### src/inc/spi_ctl_pkg.sv
`default_nettype none
package spi_ctl_pkg;

	// ------------------------------------------------------------
	// Register addresses
	// ------------------------------------------------------------
	localparam logic [7:0] ADDR_CTRL = 8'hf8;
	localparam logic [7:0] ADDR_CFG = 8'ha1;
	localparam logic [7:0] ADDR_RATE = 8'ha2;
	localparam logic [7:0] ADDR_DATA = 8'ha3;

	// ------------------------------------------------------------
	// Field positions and reset values
	// ------------------------------------------------------------
	localparam int CTL_DONE = 7;
	localparam int CTL_WRITE_COLLISION_FLAG = 6;
	localparam int CTL_MODE_FAULT_FLAG = 5;
	localparam int CTL_OVR = 4;
	localparam int CTL_SELH = 3;
	localparam int CTL_SELL = 2;
	localparam int CTL_TXE = 1;
	localparam int CTL_EN = 0;
	localparam int CFG_MASTER = 6;
	localparam int CFG_PHASE = 5;
	localparam int CFG_POL = 4;
	localparam logic [7:0] CTRL_RESET = 8'h06;
	localparam logic [7:0] CFG_RESET = 8'h07;
	localparam logic [7:0] RATE_RESET = 8'h00;

	// ------------------------------------------------------------
	// Modes and counts
	// ------------------------------------------------------------
	localparam logic [1:0] SELECT_3WIRE = 2'h0;
	localparam logic [1:0] SELECT_4IN = 2'h1;
	localparam logic [2:0] BIT_LAST = 3'h7;
	localparam logic [3:0] HALF_LAST = 4'hf;

	typedef enum logic {
		M_IDLE = 1'b0,
		M_RUN = 1'b1
	} master_state_e;

	typedef struct packed {
		logic sck;
		logic mosi;
		logic miso;
		logic nss;
	} spi_pins_in_s;

	localparam logic [3:0] PINS_IN_RESET = 4'h1;

	typedef struct packed {
		logic sck;
		logic sck_oe_n;
		logic mosi;
		logic mosi_oe_n;
		logic miso;
		logic miso_oe_n;
		logic nss;
		logic nss_oe_n;
	} spi_pins_out_s;

endpackage
`default_nettype wire

### src/hw/spi_pin_sync.sv
`timescale 1ns/1ps
`default_nettype none
module spi_pin_sync #(
	parameter int WIDTH = 4,
	parameter logic [WIDTH-1:0] RESET_VALUE = '0
) (
	// Clock and reset.
	input wire logic clk_in,
	input wire logic rst_in,
	// Asynchronous levels and their synchronised copies.
	input wire logic [WIDTH-1:0] async_in,
	output logic [WIDTH-1:0] sync_out
);

	logic [WIDTH-1:0] stage_one;

	always_ff @(posedge clk_in or posedge rst_in) begin
		if (rst_in) begin
			stage_one <= RESET_VALUE;
			sync_out <= RESET_VALUE;
		end else begin
			stage_one <= async_in;
			sync_out <= stage_one;
		end
	end

endmodule
`default_nettype wire

### src/hw/spi_control_status.sv
// Summary of operation
// - Master bus collision sets sticky mode fault.
// - Slave byte into full buffer sets overrun.
// - Overrun raises interrupt, cleared only by software.
// - Writing transmit buffer clears buffer empty.
// - Buffer moving to shifter sets empty again.
// - Control, data, configuration, rate reachable as registers.
`timescale 1ns/1ps
`default_nettype none
module spi_control_status
	import spi_ctl_pkg::*;
(
	// Clock and reset.
	input wire logic clk_in,
	input wire logic rst_in,
	// Special function register port.
	input wire logic [7:0] sfr_addr_in,
	input wire logic sfr_wr_in,
	input wire logic [7:0] sfr_wdata_in,
	input wire logic sfr_bit_wr_in,
	input wire logic [2:0] sfr_bit_idx_in,
	input wire logic sfr_bit_val_in,
	input wire logic sfr_rd_in,
	output logic [7:0] sfr_rdata_out,
	output logic irq_out,
	// Serial pins.
	input wire spi_pins_in_s pins_in,
	output var spi_pins_out_s pins_out
);

	// ------------------------------------------------------------
	// State
	// ------------------------------------------------------------
	spi_pins_in_s pins_s;
	logic done_flag, write_collision_flag_flag, mode_fault_flag_flag, ovr_flag, txe, port_enable;
	logic [1:0] select_mode;
	logic master_en, phase, pol;
	logic [7:0] rate, tx_buf, rx_buf, tx_shift, rx_shift, div_cnt;
	logic rx_empty, busy, sh_full, out_bit, sck_d;
	logic [2:0] bit_cnt;
	logic [3:0] half_cnt;
	master_state_e state;
	logic sck_reg, sck_oe_n, mosi_oe_n, miso_oe_n, nss_reg, nss_oe_n;
	logic [7:0] ctl_mask, ctl_val;
	logic data_wr, data_rd, cfg_wr, rate_wr, master_ok, slave_sel, mode_fault_flag_cond;
	logic leading, trailing, tick, sample_evt, shift_evt, rx_bit;
	logic slave_done, master_done, byte_done, load_evt, rx_empty_eff, abort;
	logic [7:0] rx_byte;

	spi_pin_sync #(
		.WIDTH(4),
		.RESET_VALUE(PINS_IN_RESET)
	) pin_sync (
		.clk_in(clk_in),
		.rst_in(rst_in),
		.async_in(pins_in),
		.sync_out(pins_s)
	);

	function automatic logic flag_next(input logic set, input logic m, input logic v,
		input logic cur);
		flag_next = set | (m ? v : cur);
	endfunction

	// ------------------------------------------------------------
	// Register access decode
	// ------------------------------------------------------------
	always_comb begin
		ctl_mask = 8'h00;
		ctl_val = 8'h00;
		if (sfr_wr_in && sfr_addr_in == ADDR_CTRL) begin
			ctl_mask = 8'hff;
			ctl_val = sfr_wdata_in;
		end else if (sfr_bit_wr_in) begin
			ctl_mask = 8'h01 << sfr_bit_idx_in;
			ctl_val = {8{sfr_bit_val_in}};
		end
	end

	assign data_wr = sfr_wr_in && sfr_addr_in == ADDR_DATA;
	assign data_rd = sfr_rd_in && sfr_addr_in == ADDR_DATA;
	assign cfg_wr = sfr_wr_in && sfr_addr_in == ADDR_CFG;
	assign rate_wr = sfr_wr_in && sfr_addr_in == ADDR_RATE;

	// ------------------------------------------------------------
	// Bit events
	// ------------------------------------------------------------
	assign master_ok = master_en && port_enable;
	assign slave_sel = port_enable && !master_en &&
		(select_mode == SELECT_3WIRE || !pins_s.nss);
	assign mode_fault_flag_cond = master_ok && select_mode == SELECT_4IN && !pins_s.nss;
	assign tick = state == M_RUN && div_cnt == rate;
	assign leading = (slave_sel && pins_s.sck != sck_d && sck_d == pol) ||
		(tick && !half_cnt[0]);
	assign trailing = (slave_sel && pins_s.sck != sck_d && sck_d != pol) ||
		(tick && half_cnt[0]);
	assign sample_evt = phase ? trailing : leading;
	assign shift_evt = phase ? leading : trailing;
	assign rx_bit = master_en ? pins_s.miso : pins_s.mosi;
	assign slave_done = slave_sel && sample_evt && bit_cnt == BIT_LAST;
	assign master_done = tick && half_cnt == HALF_LAST;
	assign byte_done = slave_done || master_done;
	assign rx_byte = slave_done ? {rx_shift[6:0], rx_bit} : rx_shift;
	assign rx_empty_eff = rx_empty || data_rd;
	assign load_evt = port_enable && !txe && !sh_full && !busy && !sample_evt && !shift_evt;
	assign abort = state == M_IDLE && !slave_sel;

	// ------------------------------------------------------------
	// Control and status flags
	// ------------------------------------------------------------
	always_ff @(posedge clk_in or posedge rst_in) begin
		if (rst_in) begin
			{done_flag, write_collision_flag_flag, mode_fault_flag_flag, ovr_flag} <= CTRL_RESET[CTL_DONE:CTL_OVR];
			select_mode <= CTRL_RESET[CTL_SELH:CTL_SELL];
			port_enable <= CTRL_RESET[CTL_EN];
		end else begin
			done_flag <= flag_next(byte_done, ctl_mask[CTL_DONE], ctl_val[CTL_DONE],
				done_flag);
			write_collision_flag_flag <= flag_next(data_wr && !txe, ctl_mask[CTL_WRITE_COLLISION_FLAG], ctl_val[CTL_WRITE_COLLISION_FLAG],
				write_collision_flag_flag);
			mode_fault_flag_flag <= flag_next(mode_fault_flag_cond, ctl_mask[CTL_MODE_FAULT_FLAG], ctl_val[CTL_MODE_FAULT_FLAG],
				mode_fault_flag_flag);
			ovr_flag <= flag_next(byte_done && !master_en && !rx_empty_eff,
				ctl_mask[CTL_OVR], ctl_val[CTL_OVR], ovr_flag);
			if (ctl_mask[CTL_SELH]) begin
				select_mode[1] <= ctl_val[CTL_SELH];
			end
			if (ctl_mask[CTL_SELL]) begin
				select_mode[0] <= ctl_val[CTL_SELL];
			end
			if (ctl_mask[CTL_EN]) begin
				port_enable <= ctl_val[CTL_EN];
			end
		end
	end

	always_ff @(posedge clk_in or posedge rst_in) begin
		if (rst_in) begin
			master_en <= CFG_RESET[CFG_MASTER];
			phase <= CFG_RESET[CFG_PHASE];
			pol <= CFG_RESET[CFG_POL];
			rate <= RATE_RESET;
		end else begin
			if (cfg_wr) begin
				master_en <= sfr_wdata_in[CFG_MASTER];
				phase <= sfr_wdata_in[CFG_PHASE];
				pol <= sfr_wdata_in[CFG_POL];
			end
			if (rate_wr) begin
				rate <= sfr_wdata_in;
			end
		end
	end

	// ------------------------------------------------------------
	// Transmit and receive buffers
	// ------------------------------------------------------------
	always_ff @(posedge clk_in or posedge rst_in) begin
		if (rst_in) begin
			txe <= CTRL_RESET[CTL_TXE];
			tx_buf <= 8'h00;
		end else if (data_wr && txe) begin
			tx_buf <= sfr_wdata_in;
			txe <= 1'b0;
		end else if (load_evt) begin
			txe <= 1'b1;
		end
	end

	always_ff @(posedge clk_in or posedge rst_in) begin
		if (rst_in) begin
			rx_buf <= 8'h00;
			rx_empty <= CFG_RESET[0];
		end else if (byte_done && (master_en || rx_empty_eff)) begin
			rx_buf <= rx_byte;
			rx_empty <= 1'b0;
		end else if (data_rd) begin
			rx_empty <= 1'b1;
		end
	end

	// ------------------------------------------------------------
	// Shift engine
	// ------------------------------------------------------------
	always_ff @(posedge clk_in or posedge rst_in) begin
		if (rst_in) begin
			tx_shift <= 8'h00;
			rx_shift <= 8'h00;
			out_bit <= 1'b0;
			sh_full <= 1'b0;
			busy <= 1'b0;
			bit_cnt <= 3'h0;
			sck_d <= 1'b0;
		end else begin
			sck_d <= pins_s.sck;
			if (load_evt) begin
				sh_full <= 1'b1;
				tx_shift <= phase ? tx_buf : {tx_buf[6:0], 1'b0};
				if (!phase) begin
					out_bit <= tx_buf[7];
				end
			end else if (shift_evt) begin
				out_bit <= tx_shift[7];
				tx_shift <= {tx_shift[6:0], 1'b0};
			end
			if (sample_evt) begin
				rx_shift <= {rx_shift[6:0], rx_bit};
				bit_cnt <= bit_cnt + 3'h1;
			end
			if (byte_done) begin
				busy <= 1'b0;
				sh_full <= 1'b0;
				bit_cnt <= 3'h0;
			end else if (abort) begin
				busy <= 1'b0;
				bit_cnt <= 3'h0;
			end else if (leading || (state == M_IDLE && master_ok && sh_full)) begin
				busy <= 1'b1;
			end
		end
	end

	// ------------------------------------------------------------
	// Master clock generator
	// ------------------------------------------------------------
	always_ff @(posedge clk_in or posedge rst_in) begin
		if (rst_in) begin
			state <= M_IDLE;
			div_cnt <= 8'h00;
			half_cnt <= 4'h0;
			sck_reg <= 1'b0;
		end else if (mode_fault_flag_cond || !master_ok) begin
			state <= M_IDLE;
			div_cnt <= 8'h00;
			half_cnt <= 4'h0;
			sck_reg <= pol;
		end else begin
			case (state)
				M_IDLE: begin
					sck_reg <= pol;
					div_cnt <= 8'h00;
					half_cnt <= 4'h0;
					if (sh_full) begin
						state <= M_RUN;
					end
				end
				M_RUN: begin
					if (tick) begin
						div_cnt <= 8'h00;
						sck_reg <= !sck_reg;
						half_cnt <= half_cnt + 4'h1;
						if (half_cnt == HALF_LAST) begin
							state <= M_IDLE;
						end
					end else begin
						div_cnt <= div_cnt + 8'h01;
					end
				end
				default: begin
					state <= M_IDLE;
				end
			endcase
		end
	end

	// ------------------------------------------------------------
	// Pin drivers, read data and interrupt
	// ------------------------------------------------------------
	always_ff @(posedge clk_in or posedge rst_in) begin
		if (rst_in) begin
			{sck_oe_n, mosi_oe_n, miso_oe_n, nss_oe_n} <= 4'hf;
			nss_reg <= 1'b1;
			irq_out <= 1'b0;
		end else begin
			sck_oe_n <= !master_ok;
			mosi_oe_n <= !master_ok;
			miso_oe_n <= !slave_sel;
			nss_oe_n <= !(port_enable && select_mode[1]);
			nss_reg <= select_mode[0];
			irq_out <= done_flag || ovr_flag;
		end
	end

	assign pins_out = '{sck: sck_reg, sck_oe_n: sck_oe_n, mosi: out_bit,
		mosi_oe_n: mosi_oe_n, miso: out_bit, miso_oe_n: miso_oe_n,
		nss: nss_reg, nss_oe_n: nss_oe_n};

	always_ff @(posedge clk_in or posedge rst_in) begin
		if (rst_in) begin
			sfr_rdata_out <= 8'h00;
		end else if (sfr_rd_in) begin
			case (sfr_addr_in)
				ADDR_CTRL: sfr_rdata_out <= {done_flag, write_collision_flag_flag, mode_fault_flag_flag, ovr_flag,
					select_mode, txe, port_enable};
				ADDR_CFG: sfr_rdata_out <= {busy, master_en, phase, pol, !pins_s.nss,
					pins_s.nss, !busy && txe, rx_empty};
				ADDR_RATE: sfr_rdata_out <= rate;
				ADDR_DATA: sfr_rdata_out <= rx_buf;
				default: sfr_rdata_out <= 8'h00;
			endcase
		end
	end

	// ------------------------------------------------------------
	// Assertions
	// ------------------------------------------------------------
	AST_MODE_FAULT_FLAG_SET: assert property (@(posedge clk_in) disable iff (rst_in)
		mode_fault_flag_cond |=> mode_fault_flag_flag) else $error("Mode fault flag not set.");
	AST_OVR_SET: assert property (@(posedge clk_in) disable iff (rst_in)
		byte_done && !master_en && !rx_empty_eff |=> ovr_flag && $stable(rx_buf))
		else $error("Overrun not flagged or buffer overwritten.");
	AST_OVR_IRQ: assert property (@(posedge clk_in) disable iff (rst_in)
		$rose(ovr_flag) |=> irq_out) else $error("Overrun gave no interrupt.");
	AST_OVR_STICKY: assert property (@(posedge clk_in) disable iff (rst_in)
		ovr_flag && !(ctl_mask[CTL_OVR] && !ctl_val[CTL_OVR]) |=> ovr_flag)
		else $error("Overrun cleared without software.");
	AST_TXE_CLEAR: assert property (@(posedge clk_in) disable iff (rst_in)
		data_wr && txe |=> !txe && tx_buf == $past(sfr_wdata_in))
		else $error("Buffer write did not clear empty.");
	AST_TXE_SET: assert property (@(posedge clk_in) disable iff (rst_in)
		load_evt |=> txe && sh_full) else $error("Load did not set empty.");
	AST_CTRL_READ: assert property (@(posedge clk_in) disable iff (rst_in)
		sfr_rd_in && sfr_addr_in == ADDR_CTRL |=> sfr_rdata_out[CTL_TXE] == $past(txe))
		else $error("Control read shows wrong empty bit.");
	AST_DONE_SET: assert property (@(posedge clk_in) disable iff (rst_in)
		byte_done |=> done_flag ##1 irq_out) else $error("Byte end not flagged.");

endmodule
`default_nettype wire

### config.mk
export PLATFORM = sky130hd
export DESIGN_NAME = spi_control_status
export DESIGN_NICKNAME = d
export VERILOG_FILES = /design/src/inc/spi_ctl_pkg.sv /design/src/hw/spi_pin_sync.sv /design/src/hw/spi_control_status.sv
export SDC_FILE = /design/constraint.sdc
export NUM_CORES = 1
export LEC_CHECK = 0
export ABC_AREA = 1
export BUFFER_PORTS_ARGS = -buffer_cell sky130_fd_sc_hd__buf_2
export CAP_MARGIN = 20
export CORE_MARGIN = 10
export CORE_UTILIZATION = 40
export DETAILED_ROUTE_END_ITERATION = 7
export GPL_ROUTABILITY_DRIVEN = 0
export PLACE_DENSITY = 0.62
export SETUP_SLACK_MARGIN = 0.02
export SLEW_MARGIN = 10
export SYNTH_ARGS = -nofsm -noshare
export SYNTH_HDL_FRONTEND = slang
export SYNTH_SLANG_ARGS = --single-unit
### constraint.sdc
create_clock -name clk_in -period 3.2 [get_ports clk_in]
set_clock_uncertainty 0.2 [all_clocks]
set_input_delay 0.64 -clock clk_in [delete_from_list [all_inputs] [get_ports clk_in]]
set_output_delay 0.64 -clock clk_in [all_outputs]
set_load 0.005 [all_outputs]
==> flow_summary_export.csv, run 1 <==
group,metric,value,unit
worst_setup_path,path_class,"reg2reg",
logic_synthesis,ys_seq_elements,94,
place,post-dp-hpwl,8560,um
worst_setup_path,max_stage_delay,0.49,ns
worst_setup_path,start_kind,"flip-flop",
worst_setup_path,endpoint_kind,"flip-flop",
timing,tns,0,ns
worst_setup_path,critPathSlowestCell,"dfrtp_1",
detailed_routing,drtPass1Iterations,4,
timing,max_slew.worst_pin.slew,0.870,ns
cts,cts_buffers,9,
timing,finalHoldViolCount,0,
global_route,overflow,0,
finish,nets,643,
detailed_routing,drt_iter0_drc,325,
die,io_pins,46,
global_route,grt_usage,14.2,%
timing,fmax,393,MHz
logic_synthesis,postSynthCellCount,568,
cts,clk_latency,0.34,ns
worst_setup_path,worstPathMaxFanout,9,
worst_setup_path,r2r-start,"master_en$_DFFE_PP0P_",
global_route,antenna_found_initial,0,
detailed_routing,ant_nets,0,
worst_setup_path,crit_family,"simple AND/OR/NAND/NOR gates",
logic_synthesis,ys_warn_count,0,
worst_setup_path,r2r_slack,0.66,ns
cts,ctsHoldBuffers,0,
worst_setup_path,worst-path-buf-inv,3,
flow_run,maxCapViolations,0,
finish,drive_gt1_share,15.3,%
min_path,holdCritStartpoint,"pin_sync.stage_one[1]$_DFF_PP0_",
timing,period_minus_slack,2.54,ns
cts,cts_tree,"yes",
cts,path_clk_slew,0.06,ns
min_path,whs_path_depth,0,
cts,clockBufferDepth,2,
global_route,grt_pass1_vias,3712,
timing,rsz0062_at_grt,"no",
timing,slew_viol_final,0,
cts,cts.sinks,94,
logic_synthesis,yosysUniqueCellTypes,38,
detailed_routing,avgViaCountPerCell,4.97,
die,core,11300,sq um
timing,slew_headroom,41.9,%
worst_setup_path,crit_required,3.22,ns
die,die_h,127,um
detailed_routing,drc_errors,0,
pwr,power_density,536,nW/um^2
min_path,hold_path_class,"reg2reg",
pwr,ir_worst_vdd,0.334,mV
die,start_util,40.4,%
timing,final-setup-viol-count,0,
cts,htree_levels,3,
global_route,grt_start_max_net_pins,42,
cts,cts_resized,0,
pwr,total_leakage_power,0.00260,uW
finish,n_antenna_cell,0,
worst_setup_path,crit_chain,"nand2_1 > inv_1 > nand4_1 > nand2_1 > nor2_1 > inv_1 > nor2_1 > clkinv_1 > a21oi_1 > a211oi_1",
finish,fin_util,46.1,%
die,rows,39,
detailed_routing,wl,11100,um
pwr,total_power,2800,uW
global_route,grt_first_pass_wirelength,18700,um
finish,syn_to_final_growth,14.0,%
detailed_routing,vias,3768,
cts,post_cts_buffers,0,
detailed_routing,route.detailed.wl_per_inst,14.7,um
worst_setup_path,worst_ep_arrival_time,2.56,ns
outcome,status,"completed",
logic_synthesis,synth_area,4580,sq um
min_path,hold_path_end,"pin_sync.sync_out[1]$_DFF_PP0_",
worst_setup_path,worst_r2r_path_depth,10,
logic_synthesis,synth_seq_area_share,51.6,%
die,dieArea,16100,sq um
logic_synthesis,syn_nets,601,
logic_synthesis,syn_avg_cell_area,8.06,sq um
die,chipWidth,127,um
cts,cts-root-buf,"clkbuf_16",
timing,hold-worst-slack,0.149,ns
finish,fill_cells,1149,
worst_setup_path,rr_endpoint,"half_cnt[2]$_DFFE_PP0P_",
place,port_buffers,45,
timing,finalCritPeriodShare,79.5,%
==> worst register-to-register path, stage by stage, from the launching register on <==
cell and delay (ns):
dfrtp_1 0.49, nand2_1 0.14, inv_1 0.08, nand4_1 0.10, nand2_1 0.11, nor2_1 0.20
inv_1 0.11, nor2_1 0.33, clkinv_1 0.37, a21oi_1 0.23, a211oi_1 0.06
==> report_power, final <==
group / switching, uW / leakage, uW / internal (uW)
clock network: 445 / 0.000142 / 627
logic: 211 / 0.00124 / 124
registers: 78.0 / 0.00122 / 1310
==> layer usage <==
metal	global-route usage (%)	wire length, um
met1	18.5	5270
met2	22.4	5170
met4	4.42	123
met3	3.89	555
met5	0	0
==> layout by cell type (no fill, tap or decap), types with 3 or more instances in the layout <==
master and instances:
a21oi_1 17, buf_2 45, clkbuf_16 9, clkinvlp_4 3, dfrtp_1 85, dfstp_2 9
ha_1 4, inv_1 76, inv_2 5, nand2_1 182, nand2_2 3, nand3_1 28
nand3_2 5, nand4_1 6, nor2_1 25, nor3_1 9, o21ai_0 53, o21ai_1 8
o221ai_1 3, o22ai_1 9, xor2_1 3
==> Yosys cell counts (all sizes together) <==
master | number | area share [%]
nand3 | 34 | 4.5
inv | 82 | 6.7
a311oi | 1 | 0.19
o21ai | 62 | 6.9
a31oi | 1 | 0.14
nand2 | 185 | 15
nand4 | 6 | 0.82
buf | 10 | 1.7
a211oi | 1 | 0.16
a221oi | 2 | 0.38
dfrtp | 85 | 46
or2 | 2 | 0.27
nor4 | 1 | 0.14
o2111ai | 2 | 0.38
dfstp | 9 | 5.2
nor3 | 10 | 1.2
clkbuf | 7 | 0.57
o32ai | 1 | 0.19
ha | 4 | 1.1
clkinv | 1 | 0.082
o22ai | 9 | 1.2
o221ai | 3 | 0.57
a21oi | 17 | 1.9
nor2 | 29 | 3.2
xor2 | 3 | 0.57
xnor2 | 1 | 0.19
==> metrics by stage <==
step | std cells | worst slack [ns] | instance area, sq um
after floorplan | 568 | 1.03 | 4580
after global placement | 742 | 0.530 | 4920
after detailed placement | 742 | 0.631 | 4920
after CTS | 758 | 0.642 | 5220
after global routing | 758 | 0.329 | 5220
final | 758 | 0.656 | 5220
==> area by class of cell <==
class	instances	area (sq um)	area share [%]
tap	143	179	3.43
multi-input combinational	374	1800	34.5
clock buffer	11	243	4.65
clock inverter	5	58.8	1.13
timing repair buffer	48	260	4.99
sequential	94	2360	45.3
inverter	83	315	6.04
==> cell families after synthesis <==
kind of cell    share of synthesized area, %
xor+xnor                               0.765
compound gates                          12.0
flops                                   51.6
buf+inv                                 9.05
simple gates                            25.5
fa+ha+maj                               1.09
==> worst max-delay path by stage <==
stage | cells past startpoint | start | endpoint | slack [ns]
2_1_floorplan | 8 | sfr_addr_in[2] | rx_buf[0]$_DFFE_PP0P_ | 1.03
3_3_place_gp | 9 | sfr_addr_in[1] | ovr_flag$_DFF_PP0_ | 0.53
3_5_place_dp | 9 | sfr_addr_in[1] | ovr_flag$_DFF_PP0_ | 0.63
4_1_cts | 10 | master_en$_DFFE_PP0P_ | half_cnt[2]$_DFFE_PP0P_ | 0.64
5_1_grt | 10 | master_en$_DFFE_PP0P_ | half_cnt[2]$_DFFE_PP0P_ | 0.33
6_report | 10 | master_en$_DFFE_PP0P_ | half_cnt[2]$_DFFE_PP0P_ | 0.66
Power figures use the tool's default switching activity.
==> run 2: changes to the inputs <==
- ABC_AREA: 1 -> 0
- PLACE_DENSITY: 0.62 -> 0.6
- clock period: 3.2 -> 2.45 ns (I/O delays scaled with it)
==> flow_summary_export.csv, run 2 <==
group,metric,value,unit
worst_setup_path,crit_chain,"xor2_1 > nor4_4 > and3_4 > a211oi_4 > buf_6 > mux2_1 > mux2_2",
finish,drive_gt1_share,31.7,%
place,post-dp-hpwl,8470,um
logic_synthesis,synth_common_cells,"85 x dfrtp_1, 40 x nor2_1, 35 x mux2_2",
detailed_routing,drt_iter0_drc,225,
global_route,grt_pass1_vias,3429,
logic_synthesis,synth_top_family_by_area,"simple AND/OR/NAND/NOR gates",
logic_synthesis,syn_nets,446,
pwr,total_power,3890,uW
place,dp_cells,607,
logic_synthesis,synthXorXnorAreaFrac,4.01,%
worst_setup_path,worst_r2r_path_depth,7,
logic_synthesis,muxShareOfSynthArea,13.6,%
logic_synthesis,syn_avg_cell_area,11.1,sq um
cts,clockBufferDepth,2,
min_path,whs_path_depth,1,
timing,max_slew.worst_pin.slew,0.501,ns
cts,cts_buffers,9,
worst_setup_path,r2r-start,"rate[6]$_DFFE_PP0P_",
flow_run,maxCapViolations,0,
timing,slew_viol_final,0,
logic_synthesis,synthTopCellsByArea,"dfrtp_1 46%, mux2_2 8.6%, dfstp_2 5.2%",
timing,fmax,417,MHz
pwr,ir_worst_vdd,0.362,mV
timing,final-setup-viol-count,0,
worst_setup_path,critPathSlowestCell,"nor4_4",
pwr,power_density,705,nW/um^2
logic_synthesis,yosysUniqueCellTypes,56,
finish,stdcell_area,5520,sq um
timing,period_minus_slack,2.40,ns
worst_setup_path,endpoint_kind,"flip-flop",
worst_setup_path,start_kind,"flip-flop",
global_route,antenna_found_initial,0,
worst_setup_path,worstPathMaxFanout,9,
logic_synthesis,synth_area_leader_cell,"dfrtp_1",
logic_synthesis,yosysMostFrequentCell,"dfrtp_1",
timing,tns,0,ns
logic_synthesis,ys_dominant_reg_cell,"dfrtp_1",
min_path,holdCritStartpoint,"pins_in[0]",
worst_setup_path,r2r_slack,0.05,ns
finish,nets,511,
worst_setup_path,rr_endpoint,"tx_shift[2]$_DFFE_PP0P_",
detailed_routing,drtPass1Iterations,4,
finish,n_antenna_cell,0,
logic_synthesis,synth_area,4590,sq um
logic_synthesis,ys_warn_count,0,
outcome,status,"completed",
logic_synthesis,synth_seq_area_share,51.5,%
logic_synthesis,synth_compound_area_share,10.9,%
logic_synthesis,postSynth.asyncResetShare,100,%
logic_synthesis,synth_edf_count,0,
detailed_routing,avgViaCountPerCell,5.26,
die,die_h,127,um
finish,finalNonFillerCells,626,
pwr,total_leakage_power,0.00262,uW
cts,htree_levels,3,
global_route,grt_usage,13.9,%
worst_setup_path,worst-path-buf-inv,1,
die,dieArea,16200,sq um
detailed_routing,wl,10900,um
timing,finalCritPeriodShare,97.9,%
detailed_routing,ant_nets,0,
worst_setup_path,crit_family,"simple AND/OR/NAND/NOR gates",
logic_synthesis,ys_seq_elements,94,
place,port_buffers,45,
die,rows,39,
cts,cts.sinks,94,
detailed_routing,vias,3294,
die,start_util,40.5,%
global_route,grt_first_pass_wirelength,18000,um
place,place_area,5120,sq um
finish,final_common_cell,"dfrtp_1",
finish,final_cell_mix,"85 x dfrtp_1, 45 x buf_2, 38 x nor2_1, 35 x mux2_2, 29 x buf_4",
worst_setup_path,max_stage_delay,0.42,ns
min_path,hold_path_end,"pin_sync.stage_one[0]$_DFF_PP1_",
min_path,hold_path_class,"in2reg",
cts,clk_latency,0.35,ns
global_route,overflow,0,
die,chipWidth,127,um
finish,syn_to_final_growth,20.2,%
logic_synthesis,postSynthCellCount,413,
die,core,11300,sq um
global_route,grt_start_max_net_pins,52,
detailed_routing,drc_errors,0,
detailed_routing,route.detailed.wl_per_inst,17.4,um
timing,slew_headroom,66.4,%
cts,cts_tree,"yes",
cts,cts-root-buf,"clkbuf_16",
die,io_pins,46,
cts,path_clk_slew,0.07,ns
logic_synthesis,synth-simple-area-share,14.1,%
timing,rsz0062_at_grt,"yes",
worst_setup_path,crit_required,2.48,ns
worst_setup_path,path_class,"reg2reg",
logic_synthesis,synth_fa_ha_area_share,1.09,%
timing,finalHoldViolCount,0,
worst_setup_path,worst_ep_arrival_time,2.43,ns
logic_synthesis,synth.top_cell.area_share,46.3,%
==> run 2: cell count changes in the layout (fill, tap and decap cells not counted), moves of 19 or more <==
cell / previous run / this run
buf_4: 2 / 29
inv_1: 76 / 22
mux2_2: 0 / 35
nand2_1: 182 / 21
nand3_1: 28 / 9
o21ai_0: 53 / 16
==> run 2: per-layer routing <==
| metal | track usage, % | wire length [um] |
|---|---|---|
| met1 | 18.6 | 5050 |
| met2 | 21.5 | 5080 |
| met3 | 2.69 | 599 |
| met4 | 5.56 | 186 |
| met5 | 0 | 0 |
==> run 2: power by group <==
part | internal (uW) | switching (uW) | total [uW]
clock network | 1030 | 605 | 1640
registers | 1690 | 86.0 | 1780
logic | 210 | 263 | 473
==> run 2: logic make-up (layout without fill, tap and decap cells) <==
family,count (synthesis),after routing
XOR/XNOR,21,21
buffers and inverters,48,118
multiplexers,57,57
AND/OR/NAND/NOR,121,121
AO/OA/AOI/OAI,68,68
adder cells (fa/ha/maj),4,4
flip-flops,94,94
==> run 2: cell type report <==
type,instances,area [sq um]
fill,1063,5800
sequential,94,2360
multi-input combinational,271,2020
timing repair buffer,78,504
clock buffer,10,239
tap,143,179
clock inverter,6,116
inverter,24,93.8
==> run 2: worst max-delay path by stage <==
stage	startpoint	endpoint	slack [ns]	cells past startpoint
floorplan	select_mode[0]$_DFFE_PP1P_	tx_shift[1]$_DFFE_PP0P_	0.10	7
global placement	pin_sync.sync_out[0]$_DFF_PP1_	tx_shift[1]$_DFFE_PP0P_	0.09	8
detailed placement	sfr_addr_in[5]	rx_buf[0]$_DFFE_PP0P_	0.03	7
CTS	rate[3]$_DFFE_PP0P_	out_bit$_DFFE_PP0P_	0.02	5
global route	pin_sync.sync_out[0]$_DFF_PP1_	tx_shift[4]$_DFFE_PP0P_	-0.06	8
finish	rate[6]$_DFFE_PP0P_	tx_shift[2]$_DFFE_PP0P_	0.05	7
==> run 2: worst register-to-register path: cells and delay by family (launching register included) <==
kind	cells	cell delay [ns]
muxes	2	0.57
DFF	1	0.41
xor gates and xnor gates	1	0.20
and+or+nand+nor	2	0.70
buffers and inverters	1	0.15
AOI/OAI and AO/OA	1	0.07
==> run 2: what timing repair did <==
action | CTS | global route
pin swaps | 0 | 2
endpoints found under the setup margin | 1 | 9
resized for setup | 0 | 7
hold buffers | 1 | 0
buffers inserted | 0 | 2
hold endpoints to repair | 15 | 0
==> run 2: per-stage QoR <==
step,setup slack (ns),hold slack (ns),utilization (%)
2_1_floorplan,0.104,0.131,-
3_3_place_gp,0.0866,0.134,45.2
3_5_place_dp,0.0301,0.136,45.2
4_1_cts,0.0185,0.0342,48.4
5_1_grt,-0.0634,0.0360,48.7
6_report,0.0503,0.0424,48.7
==> run 3: changes to the inputs <==
==> constraint.sdc (replaced) <==
create_clock -name clk_in -period 2.45 [get_ports clk_in]
set_clock_uncertainty 0.2 [all_clocks]
set_input_delay 0.1225 -clock clk_in [delete_from_list [all_inputs] [get_ports clk_in]]
set_output_delay 0.1225 -clock clk_in [all_outputs]
set_load 0.005 [all_outputs]
==> flow_summary_export.csv, run 3 (same netlist as run 2, synthesis figures left out) <==
group,metric,value,unit
worst_setup_path,crit_required,2.48,ns
timing,fmax,419,MHz
worst_setup_path,crit_chain,"xor2_1 > nor4_4 > and3_4 > a211oi_4 > buf_4 > mux2_1 > mux2_2",
pwr,power_switching_share,26.1,%
detailed_routing,route.detailed.wl_per_inst,17.4,um
finish,drive_gt1_share,31.1,%
pwr,ir_worst_vdd,0.298,mV
detailed_routing,avgViaCountPerCell,5.20,
worst_setup_path,worstPathMaxFanout,5,
die,dieArea,16200,sq um
worst_setup_path,r2r_slack,0.06,ns
timing,final-setup-viol-count,0,
global_route,grt_start_max_net_pins,43,
pwr,power_frac_seq,48.4,%
finish,final_common_cell,"dfrtp_1",
cts,cts.sinks,94,
die,io_pins,46,
worst_setup_path,path_class,"reg2reg",
timing,slew_viol_final,0,
global_route,antenna_found_initial,0,
cts,cts_buffers,9,
worst_setup_path,r2r-start,"rate[6]$_DFFE_PP0P_",
min_path,hold_path_class,"in2reg",
detailed_routing,wl,11200,um
worst_setup_path,worst_ep_arrival_time,2.41,ns
detailed_routing,ant_nets,0,
cts,clk_latency,0.35,ns
min_path,hold_path_end,"mode_fault_flag_flag$_DFF_PP0_",
worst_setup_path,worst_r2r_path_depth,7,
worst_setup_path,rr_endpoint,"tx_shift[5]$_DFFE_PP0P_",
pwr,p_comb_share,13.6,%
timing,finalCritPeriodShare,97.4,%
die,core,11300,sq um
finish,fill_cells,1027,
min_path,holdCritStartpoint,"sfr_bit_val_in",
timing,tns,0,ns
pwr,internal_power,2720,uW
cts,cts-root-buf,"clkbuf_16",
finish,nets,527,
worst_setup_path,max_stage_delay,0.41,ns
place,post-dp-hpwl,8400,um
timing,setup_slack,0.0625,ns
timing,slew_headroom,52.7,%
timing,finalHoldViolCount,0,
timing,period_minus_slack,2.39,ns
min_path,whs_path_depth,3,
detailed_routing,drtPass1Iterations,5,
global_route,grt_pass1_vias,3400,
timing,rsz0062_at_grt,"yes",
detailed_routing,drt_iter0_drc,309,
pwr,p_switching,958,uW
flow_run,maxCapViolations,0,
place,port_buffers,45,
place,dp_cells,603,
cts,htree_levels,3,
worst_setup_path,crit_family,"simple AND/OR/NAND/NOR gates",
finish,n_antenna_cell,0,
worst_setup_path,endpoint_kind,"flip-flop",
place,place_ws,0.0125,ns
finish,finalNonFillerCells,642,
pwr,power_density,654,nW/um^2
cts,clockBufferDepth,2,
die,rows,39,
finish,final_cell_mix,"84 x dfrtp_1, 45 x buf_2, 38 x nor2_1, 35 x mux2_2, 30 x buf_4",
die,chipWidth,127,um
pwr,total_power,3670,uW
global_route,grt_first_pass_wirelength,18200,um
global_route,grt_usage,14.0,%
outcome,status,"completed",
global_route,overflow,0,
detailed_routing,drc_errors,0,
die,start_util,40.5,%
worst_setup_path,start_kind,"flip-flop",
timing,max_slew.worst_pin.slew,0.705,ns
detailed_routing,vias,3337,
worst_setup_path,worst-path-buf-inv,1,
pwr,clockPowerShare,38.0,%
die,die_h,127,um
pwr,total_leakage_power,0.00266,uW
worst_setup_path,critPathSlowestCell,"dfrtp_1",
finish,syn_to_final_growth,22.4,%
cts,cts_tree,"yes",
cts,path_clk_slew,0.07,ns
## run 3: worst max-delay path by stage
stage | startpoint | end | slack [ns] | depth (start not counted)
6_report | rate[6]$_DFFE_PP0P_ | tx_shift[5]$_DFFE_PP0P_ | 0.06 | 7
5_1_grt | rate[6]$_DFFE_PP0P_ | tx_shift[5]$_DFFE_PP0P_ | -0.02 | 7
4_1_cts | rate[3]$_DFFE_PP0P_ | tx_shift[3]$_DFFE_PP0P_ | 0.02 | 7
3_5_place_dp | select_mode[1]$_DFFE_PP0P_ | tx_shift[3]$_DFFE_PP0P_ | 0.01 | 8
3_3_place_gp | select_mode[1]$_DFFE_PP0P_ | tx_shift[2]$_DFFE_PP0P_ | 0.10 | 8
2_1_floorplan | select_mode[0]$_DFFE_PP1P_ | tx_shift[1]$_DFFE_PP0P_ | 0.10 | 7
## run 3: power by group through the flow
| stage | Sequential, uW | Clock, uW | Combinational [uW] |
|---|---|---|---|
| 2_1_floorplan | 1790 | 0 | 304 |
| 3_3_place_gp | 1800 | 0 | 454 |
| 3_5_place_dp | 1810 | 0 | 464 |
| 4_1_cts | 1780 | 1430 | 498 |
| 5_1_grt | 1800 | 1500 | 562 |
| 6_report | 1780 | 1400 | 499 |
## run 3: per-stage QoR
step / area (sq um) / util (%) / hold WS [ns]
floorplan: 4590 / - / -0.0730
global placement: 5080 / 44.8 / 0.0294
detailed placement: 5080 / 44.8 / 0.0305
CTS: 5550 / 49.0 / 0.00486
global route: 5620 / 49.6 / 0.0307
finish: 5620 / 49.6 / 0.0136
## run 3: per-layer routing
metal  GRT usage [%]  vias to the layer above  wire length [um]
met5               0                        -                 0
met4            5.16                        0               168
met3            3.14                       11               507
met2            21.7                       67              5240
met1            18.8                     1632              5270
li1                -                     1627                 -
## run 3: tightest hold or removal path, cell delays in order
cell      delay (ns)
buf_2           0.14
mux2i_1         0.15
o211ai_1        0.10
## run 3: area by class of cell
class                   count  area [sq um]  share of cell area [%]
repair buffers             94           652                    11.6
clock inverters             7          75.1                    1.34
flip-flops and latches     94          2360                    42.1
well taps                 143           179                    3.18
clock buffers               9           225                    4.01
multi-input cells         271          2030                    36.1
inverters                  24          93.8                    1.67
## run 3: what timing repair did
item / 4_1_cts / 5_1_grt
endpoints found under the setup margin: 6 / 15
setup buffers: 0 / 5
pin swaps: 0 / 5
gates resized for setup: 1 / 9
hold endpoints to repair: 59 / 0
cloned: 0 / 1
hold buffers: 17 / 0
